### config.mk
export PLATFORM = sky130hd
export DESIGN_NAME = dacu_ctrl
export DESIGN_NICKNAME = d
export VERILOG_FILES = /design/src/inc/dacu_pkg.sv /design/src/rtl/dacu_ctrl.sv
export VERILOG_INCLUDE_DIRS = /design/src /design/src/inc
export SDC_FILE = /design/constraint.sdc
export NUM_CORES = 1
export LEC_CHECK = 0
export BUFFER_PORTS_ARGS = -buffer_cell sky130_fd_sc_hd__buf_2
export CELL_PAD_IN_SITES_DETAIL_PLACEMENT = 1
export CELL_PAD_IN_SITES_GLOBAL_PLACEMENT = 2
export CORE_ASPECT_RATIO = 1.75
export CORE_MARGIN = 2
export CORE_UTILIZATION = 44
export DETAILED_ROUTE_END_ITERATION = 16
export PLACE_DENSITY_LB_ADDON = 0.1
export REMOVE_ABC_BUFFERS = 1
export SYNTH_ARGS = -nofsm -noshare
export SYNTH_HDL_FRONTEND = slang
export SYNTH_SLANG_ARGS = --single-unit
### constraint.sdc
create_clock -name clk_sys_i -period 4.2 [get_ports clk_sys_i]
set_input_delay 0 -clock clk_sys_i [delete_from_list [all_inputs] [get_ports clk_sys_i]]
set_output_delay 0 -clock clk_sys_i [all_outputs]
set_load 0.1 [all_outputs]
### src/inc/dacu_defs.svh
// constants for the dac update controller
`ifndef DACU_DEFS_SVH
`define DACU_DEFS_SVH
`define DACU_NUM_CH 16
`define DACU_DAC_W 12
`define DACU_BUS_W 16
`define DACU_ZERO_CODE 12'h800
`define DACU_ADDR_CH_LAST 6'h0F
`define DACU_ADDR_MODE_TRANS 6'h10
`define DACU_ADDR_MODE_SIMUL 6'h11
`define DACU_ADDR_TRIG 6'h12
`define DACU_ADDR_MODE_READ 6'h13
`define DACU_ADDR_CAL_BASE 6'h20
`define DACU_CAL_DEPTH 64
`define DACU_WAIT_REG 2'h1
`define DACU_WAIT_DAC 2'h1
`define DACU_WAIT_ID 2'h0
`define DACU_TRIG_DELAY 3'h4
`endif

### src/inc/dacu_pkg.sv
// types for the dac update controller
package dacu_pkg;
  typedef enum logic [1:0] {
    ST_IDLE = 2'b00,
    ST_WAIT = 2'b01,
    ST_ACK = 2'b10,
    ST_DONE = 2'b11
  } dacu_state_t;
  typedef struct packed {
    logic io_sel;
    logic id_sel;
    logic wr;
    logic [5:0] addr;
    logic [15:0] data;
  } dacu_req_t;
endpackage

### src/rtl/dacu_ctrl.sv
// dac update controller: bus decode, acknowledge, double-buffered latches
// Behaviour
// RL1 - each of the sixteen channels has its own 12-bit converter latch pair.
// RL2 - every channel has an input and an output latch, with the mode picked by a register write.
// RL3 - in transparent mode a channel write goes straight through to the output latch.
// RL4 - in simultaneous mode writes load only input latches and outputs hold.
// RL5 - the trigger command copies all input latches into output latches at one edge.
// RL6 - io and id space addresses are decoded into converter, register and id selects.
// RL7 - every decoded access is acknowledged with wait states fitted to its target.
// RL8 - the selected mode is tracked and conversion starts are issued to match it.
// RL9 - all transfers use the 16-bit host data bus.
// RL10 - reset clears only output latches to bipolar zero, input latches keep their data.
// RL11 - the host waits at least 2 us before touching the same channel after a write.
// RL12 - a channel write during a pending trigger is stretched until the trigger lands.
// RL13 - channel data is 12 bits left-justified, low four bits ignored on writes.
// RL14 - id space is read only and writes there are acknowledged with no effect.
`timescale 1ns/1ps
`default_nettype none
`include "dacu_defs.svh"
// host cycles run on the carrier clock itself, so no synchroniser stages
module dacu_ctrl (
  input wire logic clk_sys_i,
  input wire logic rst_i,
  input wire logic io_sel_i,
  input wire logic id_sel_i,
  input wire logic wr_i,
  input wire logic [5:0] addr_i,
  input wire logic [15:0] data_i,
  input wire logic [7:0] cal_data_i,
  input wire logic [7:0] id_data_i,
  output logic [15:0] data_o,
  output logic ack_o,
  output logic cal_cs_o,
  output logic id_cs_o,
  output logic simul_mode_o,
  output logic [15:0] dac_load_o,
  output logic [191:0] dac_code_o
);
  dacu_pkg::dacu_state_t state;
  dacu_pkg::dacu_req_t req;
  logic [11:0] in_latch [0:15];
  logic [11:0] out_latch [0:15];
  logic simul_mode;
  logic trig_pend;
  logic [2:0] trig_cnt;
  logic [1:0] wait_cnt;
  logic [3:0] ch;
  logic is_ch;
  logic trig_fire;
  logic at_accept;

  assign req = '{io_sel: io_sel_i, id_sel: id_sel_i, wr: wr_i, addr: addr_i, data: data_i}; // RL9
  assign ch = req.addr[3:0];

  function automatic logic dec_ch(input logic [5:0] a);
    dec_ch = (a <= `DACU_ADDR_CH_LAST);
  endfunction

  function automatic logic dec_cal(input logic [5:0] a);
    dec_cal = (a >= `DACU_ADDR_CAL_BASE);
  endfunction

  assign is_ch = req.io_sel && dec_ch(req.addr); // RL6
  assign trig_fire = trig_pend && (trig_cnt == 3'h0);
  // the one edge at which a waited access takes effect
  assign at_accept = state == dacu_pkg::ST_WAIT && wait_cnt == 2'h0;

  // access sequencer
  always_ff @(posedge clk_sys_i)
  begin
    if (rst_i)
    begin
      state <= dacu_pkg::ST_IDLE;
      wait_cnt <= 2'h0;
      ack_o <= 1'b0;
    end
    else
    begin
      // ack defaults low, making it a one-cycle pulse
      ack_o <= 1'b0;
      case (state)
        dacu_pkg::ST_IDLE:
        begin
          if (req.id_sel)
          begin
            wait_cnt <= `DACU_WAIT_ID; // RL7
            state <= dacu_pkg::ST_WAIT;
          end
          else if (req.io_sel)
          begin
            wait_cnt <= is_ch ? `DACU_WAIT_DAC : `DACU_WAIT_REG; // RL7
            state <= dacu_pkg::ST_WAIT;
          end
        end
        dacu_pkg::ST_WAIT:
        begin
          // a channel write cannot overtake a pending trigger
          if (is_ch && req.wr && trig_pend)
            state <= dacu_pkg::ST_WAIT; // RL12
          else if (wait_cnt != 2'h0)
            wait_cnt <= wait_cnt - 2'h1;
          else
          begin
            ack_o <= 1'b1; // RL7
            state <= dacu_pkg::ST_DONE;
          end
        end
        dacu_pkg::ST_DONE:
        begin
          // hold off until the host drops its select
          if (!req.io_sel && !req.id_sel)
            state <= dacu_pkg::ST_IDLE;
        end
        default:
          state <= dacu_pkg::ST_IDLE;
      endcase
    end
  end

  // mode register and trigger timing
  always_ff @(posedge clk_sys_i)
  begin
    if (rst_i)
    begin
      simul_mode <= 1'b0;
      trig_pend <= 1'b0;
      trig_cnt <= 3'h0;
    end
    else
    begin
      // mode clears to transparent so a reset never leaves outputs staged
      if (at_accept && req.io_sel && req.wr)
      begin
        if (req.addr == `DACU_ADDR_MODE_TRANS)
          simul_mode <= 1'b0; // RL2
        else if (req.addr == `DACU_ADDR_MODE_SIMUL)
          simul_mode <= 1'b1; // RL2
      end
      if (trig_fire)
        trig_pend <= 1'b0;
      // a trigger that arrives while one is pending is dropped, not queued
      else if (at_accept && req.io_sel && req.wr && req.addr == `DACU_ADDR_TRIG && !trig_pend)
      begin
        trig_pend <= 1'b1; // RL8
        trig_cnt <= `DACU_TRIG_DELAY;
      end
      else if (trig_pend)
        trig_cnt <= trig_cnt - 3'h1;
    end
  end

  // latch pairs, one per channel
  genvar g;
  generate
    for (g = 0; g < `DACU_NUM_CH; g = g + 1)
    begin : gen_ch
      logic wr_hit;
      assign wr_hit = at_accept && is_ch && req.wr && !trig_pend
                      && ch == 4'(g); // RL6
      // input latch has no reset on purpose
      always_ff @(posedge clk_sys_i)
      begin
        if (wr_hit)
          in_latch[g] <= req.data[15:4]; // RL13
      end
      always_ff @(posedge clk_sys_i)
      begin
        if (rst_i)
        begin
          out_latch[g] <= `DACU_ZERO_CODE; // RL10
          dac_load_o[g] <= 1'b0;
        end
        else
        begin
          dac_load_o[g] <= 1'b0;
          if (trig_fire)
          begin
            out_latch[g] <= in_latch[g]; // RL5
            dac_load_o[g] <= 1'b1; // RL8
          end
          else if (wr_hit && !simul_mode) // RL4
          begin
            out_latch[g] <= req.data[15:4]; // RL3
            dac_load_o[g] <= 1'b1; // RL3
          end
          // RL4 simultaneous writes leave out_latch alone
        end
      end
      assign dac_code_o[g*12 +: 12] = out_latch[g]; // RL1
    end
  endgenerate

  // read data and storage selects; id writes fall through with no effect
  always_ff @(posedge clk_sys_i)
  begin
    if (rst_i)
    begin
      data_o <= 16'h0000;
      cal_cs_o <= 1'b0;
      id_cs_o <= 1'b0;
      simul_mode_o <= 1'b0;
    end
    else
    begin
      simul_mode_o <= simul_mode;
      id_cs_o <= req.id_sel && !req.wr; // RL14
      cal_cs_o <= req.io_sel && !req.wr && dec_cal(req.addr); // RL6
      // read data is refreshed every cycle, so it stands by the ack edge
      if (req.id_sel)
        data_o <= {8'h00, id_data_i}; // RL14
      else if (is_ch)
        data_o <= {in_latch[ch], 4'h0}; // RL13
      else if (req.addr == `DACU_ADDR_MODE_READ)
        data_o <= {15'h0, simul_mode};
      else if (dec_cal(req.addr))
        data_o <= {8'h00, cal_data_i};
      else
        data_o <= 16'h0000;
    end
  end
endmodule
`default_nettype wire

# Yosys cells after proc, flatten, opt, wreduce, memory -nomap -nowiden
# Memories as Yosys holds them, arrays and structs flattened.
# Cells that the tools add are included.
word_totals:
  elab_cells: 389
  ramBits: 384
  latch_bits: 0
  memories: 2
  regBits: 45
  rom_bits: 0
  output_inout_bits: 228
  input_bits: 43
op_classes:
  div: 0
  eq_ne: 26
  multipliers: 0
  shift: 0
  bitwise_logic: 34
  magnitude_cmp: 2
  n_addsub: 2
  muxes: 213
  reduce_logical: 83
mem_list:
  columns: ["memory", "words", "width", "read_ports", "rd_ports_with_merged_regs", "write_ports", "line_no", "source"]
  rows:
  - ["in_latch", 16, 12, 17, 0, 1, "dacu_ctrl.sv:41", "logic [11:0] in_latch [0:15];"]
  - ["out_latch", 16, 12, 16, 0, 16, "dacu_ctrl.sv:42", "logic [11:0] out_latch [0:15];"]
ops:
  columns: ["op", "count"]
  rows:
  - ["2-to-1 mux 12 bit", 47]
  - ["OR reduction 12 bit", 15]
  - ["2-to-1 mux 1 bit", 135]
  - ["2-to-1 mux 4 bit", 15]
  - ["logical AND 1 bit", 48]
  - ["equality test 4 bit (second input constant)", 8]
  - ["bitwise OR 1 bit", 32]
  - ["equality test 6 x 5 -> 1 bit (second input constant)", 4]
  - ["2-to-1 mux 8 bit", 3]
  - ["equality test 4 x 3 -> 1 bit (second input constant)", 4]
  - ["2-to-1 mux 16 bit", 1]
  - ["2-to-1 mux 2 bit", 8]
  - ["equality test 4 x 2 -> 1 bit (second input constant)", 2]
  - ["nonzero test 2 bit", 4]
  - ["greater-or-equal comparator 6 bit (second input constant)", 1]
  - ["<= comparator 6 x 4 -> 1 bit (second input constant)", 1]
  - ["2-to-1 mux 3 bit", 2]
  - ["inequality test 3 bit (second input constant)", 2]
  - ["case mux 2 bit (3 select lines)", 1]
  - ["logical NOT 1 bit", 5]
  - ["equality test 4 x 1 -> 1 bit (second input constant)", 1]
  - ["logical NOT 2 bit", 2]
  - ["logical NOT 4 bit", 1]
  - ["inequality test 2 bit (second input constant)", 2]
  - ["other kinds (13)", 16]

# Depth between registers and ports, before layout
depth:
  word_depth: 24
  depth_mapped: 9
  mapped_depth_nobuf: 6

# Worst setup path before layout
# No wires, ideal clock.
synth_path:
  path_kind: "register to register"
  startpoint: "reg wait_cnt[0]"
  endpoint: "mem out_latch[2][0], in the netlist out_latch[0][24] (enable)"
  synth_period_minus_slack_ps: 2656
  setup_ps: 398
  path_slack_ps: 1544
  required_time_ps: 3802
  path_stages_with_launch: 7
  path_buffers: 1
  arrival_time_ps: 2258
  cell_sequence: "dfxtp_1 inv_1 ha_1 nand4bb_1 or4_1 buf_2 o21ai_0"
synth_rtl:
  columns: ["element", "line_no", "source"]
  rows:
  - ["from (decl)", "dacu_ctrl.sv:46", "logic [1:0] wait_cnt;"]
  - ["from (signal assigned)", "dacu_ctrl.sv:86", "wait_cnt <= `DACU_WAIT_ID;"]
  - ["from (signal assigned)", "dacu_ctrl.sv:91", "wait_cnt <= is_ch ? `DACU_WAIT_DAC : `DACU_WAIT_REG;"]
  - ["from (signal assigned)", "dacu_ctrl.sv:101", "wait_cnt <= wait_cnt - 2'h1;"]
  - ["to (decl)", "dacu_ctrl.sv:42", null]

# Final worst setup path
layout_path:
  startpoint: "reg wait_cnt[0]"
  endpoint: "mem in_latch[0][9] (enable)"
layout_between:
  elab_chain_cells: 24
  elab_cells_between_ends: 98
  cone_classes: "62 x mux; 36 x reduce/logical"
layout_rtl:
  columns: ["element", "line_no", "source"]
  rows:
  - ["logical NOT 2 bit *", "dacu_ctrl.sv:66", "assign at_accept = state == dacu_pkg::ST_WAIT && wait_cnt == 2'h0;"]
  - ["logical AND 1 bit *", "dacu_ctrl.sv:66", null]
  - ["logical AND 1 bit * (3 in series)", "dacu_ctrl.sv:158", "assign wr_hit = at_accept && is_ch && req.wr && !trig_pend"]
  - ["logical AND 1 bit", "dacu_ctrl.sv:159", "&& ch == 4'(g);"]
  - ["2-to-1 mux 1 bit", "dacu_ctrl.sv:163", "if (wr_hit)"]
  - ["2-to-1 mux 1 bit (implied by the code)", "dacu_ctrl.sv:164", "in_latch[g] <= req.data[15:4];"]
  - ["OR reduction 12 bit (no line)", null, null]
  - ["2-to-1 mux 4 bit (no line) or 2-to-1 mux 1 bit (tied branches) (15 in series)", null, null]
  - ["to (decl)", "dacu_ctrl.sv:41", null]
# Every way passes the cells marked *; elsewhere a longest branch is shown, timed or not.

==> impl_metrics.tcl <==
set metrics [dict create \
    status "completed" \
    ir_drop_uv 323 \
    post-dp-hpwl_um 38100 \
    drc 0 \
    timing.fmax_mhz 357 \
    cts_tree "built" \
    antenna_found_initial 0 \
    final_nets 1383 \
    synthTopCellsByArea "edfxtp_1, a22o_1, mux4_2, dfxtp_1, mux2i_1" \
    grt-ovfl-total 0 \
    grt_pass1_vias 11400 \
    h-tree-depth 2 \
    post-route-period-util 0.668 \
    p_per_area_nw_per_um2 446 \
    synth_edf_count 384 \
    worstSetupEndpointType "register" \
    via_count 11000 \
    synth_commonest_cells "edfxtp_1, a22o_1, nor2_1" \
    die_h_um 266 \
    drtPass1Iterations 5 \
    hold_violations 0 \
    antenna_left 0 \
    worstMarginPinSlew_ps 1140 \
    crit_family "simple AND/OR/NAND/NOR gates" \
    fillerInstances 3756 \
    syn_avg_cell_area_um2 16.5 \
    clockBufferDepth 3 \
    yosysTopAreaCell "edfxtp_1" \
    syn_inst 1051 \
    crit_type "register to register" \
    start_util 0.443 \
    seq_area_frac_synth 0.718 \
    fin_worst_skew_ps 15.5 \
    ys_warn_count 0 \
    first_iter_violations 827 \
    grtUsageTotal 0.270 \
    syn-cell-area_um2 17300 \
    placed_area_um2 19200 \
    fin_util 0.530 \
    finalWorstSetupSlack_ps 1400 \
    drv_cap 0 \
    holdCritPathClass "primary input to register" \
    crit_path_max_incr_delay_ps 680 \
    finalCriticalPeriod_ps 2800 \
    setup_viol 0 \
    globalplace.congestion 0.933 \
    die_area_um2 41000 \
    vias_per_cell 5.94 \
    root_buffer "clkbuf_16" \
    wire_per_inst_um 29.9 \
    synth.top_cell.area_share 0.666 \
    grt_setup_unrepaired "no" \
    grt_max_degree 107 \
    preCtsSetupSlack_ps 1380 \
    cts_sinks 429 \
    synthFlopType "edfxtp_1" \
    routed_wirelength_um 55500 \
    die_w_um 154 \
    path_buf_inv 2 \
    required_ps 4450 \
    ys_types 64 \
    cp-start-kind "register" \
    final_area_um2 20700 \
    io_buffers 266 \
    setup_tns_ps 0 \
    rows 96 \
    critPathMaxFanout 10 \
    async_flop_share 0 \
    cts_setup_buffers 0 \
    area_growth_pct 19.6 \
    critPathArrivalTime_ps 3050 \
    drive_gt1_frac 0.327 \
    p_leak_nw 7.65 \
    clkSlewWorstSetupHoldPaths_ps 70 \
    fp.coreArea_um2 39000 \
    ys_ff_latch 429 \
    numCtsBuffers 38 \
    grt_pass1_wl_um 79000 \
    clk_latency_ps 550 \
    ios 271 \
    yosysMostFrequentCell "edfxtp_1" \
    crit_chain "inv_1 -> ha_1 -> nand4bb_1 -> or4_1 -> nor2_1 -> buf_4" \
    cts_resized 0 \
    slew_headroom 0.237 \
    maxSlewViolCount 0 \
    crit_path_top_delay_cell "or4_1" \
    antenna_cells 0 \
]
==> stage by stage <==
| stage | power [mW] | instances | hold WS [ps] |
|---|---|---|---|
| 3_3_place_gp | 5.80 | 1762 | 246 |
| 3_5_place_dp | 5.81 | 1762 | 253 |
| 6_report | 9.23 | 1856 | 41.7 |
| 4_1_cts | 9.31 | 1856 | 22.7 |
| 2_1_floorplan | 5.49 | 954 | 69.1 |
| 5_1_grt | 9.47 | 1856 | 47.6 |
==> power by group <==
part / total, mW / internal (mW) / switching, mW
Sequential: 4.74 / 4.71 / 0.0328
Combinational: 0.994 / 0.170 / 0.824
Clock: 3.50 / 1.94 / 1.56
==> cell type report <==
class / instances / area [um2] / area share
clock inverters: 20 / 199 / 0.00961
multi-input cells: 513 / 4390 / 0.212
clock buffers: 49 / 1030 / 0.0499
repair buffers: 343 / 1980 / 0.0959
well taps: 490 / 613 / 0.0296
flip-flops and latches: 429 / 12400 / 0.601
inverters: 12 / 45.0 / 0.00218
==> what timing repair did <==
action,CTS,global route
setup endpoints to repair,0,0
hold endpoints to repair,31,0
hold buffers,25,0
==> routing by layer <==
layer | vias up | GRT usage | wire (um)
met2 | 423 | 0.484 | 29100
met1 | 5717 | 0.323 | 20500
met5 | - | 0 | 0
li1 | 4788 | - | -
met3 | 93 | 0.0299 | 2930
met4 | 0 | 0.135 | 2910
==> flip-flops by register name, summed over array words and instances (netlist names) <==
| name | count |
|---|---|
| ack_o | 1 |
| cal_cs_o | 1 |
| dac_load_o | 16 |
| data_o | 16 |
| id_cs_o | 1 |
| in_latch | 192 |
| out_latch | 192 |
| simul_mode | 1 |
| simul_mode_o | 1 |
| state | 2 |
| trig_cnt | 3 |
| trig_pend | 1 |
| wait_cnt | 2 |
==> final timing paths <==
check,start,end,slack [ps],depth (start not counted)
max,wait_cnt[0],in_latch[0][9],1400,6
min,data_i[6],in_latch[8][2],40,1
max reg2reg,wait_cnt[0],in_latch[0][9],1400,6
min reg2reg,wait_cnt[0],wait_cnt[0],550,2
==> layout by cell type (no fill, tap or decap), types with 3 or more instances in the layout <==
cell type / instances
nand3_1: 18
clkinv_1: 3
and3b_1: 4
clkinv_2: 8
nand2b_1: 5
or3_1: 5
nand3b_1: 4
mux4_2: 41
mux2_2: 5
dlygate4sd3_1: 25
a21oi_1: 35
nand2_1: 15
a22oi_1: 6
or2_2: 5
o21ai_0: 23
nor2b_1: 6
o22ai_1: 10
clkbuf_16: 38
a22o_1: 165
nor3_1: 8
o21ai_1: 13
buf_4: 51
nand4_1: 5
mux4_1: 4
a221o_1: 4
clkbuf_8: 4
edfxtp_1: 384
clkbuf_1: 7
nor3_2: 4
mux2i_1: 24
nor2_1: 61
dfxtp_1: 45
bufinv_16: 3
ha_1: 3
inv_6: 3
buf_2: 266
inv_1: 12
==> logic make-up after synthesis <==
logic type / count (synthesis) / share of synthesized area
compound gates: 270 / 0.119
mux: 74 / 0.0766
simple gates: 164 / 0.0542
buf+inv: 109 / 0.0283
flops: 429 / 0.718
fa+ha+maj: 3 / 0.00217
xor+xnor: 2 / 0.00101
Power figures use the tool's default switching activity.
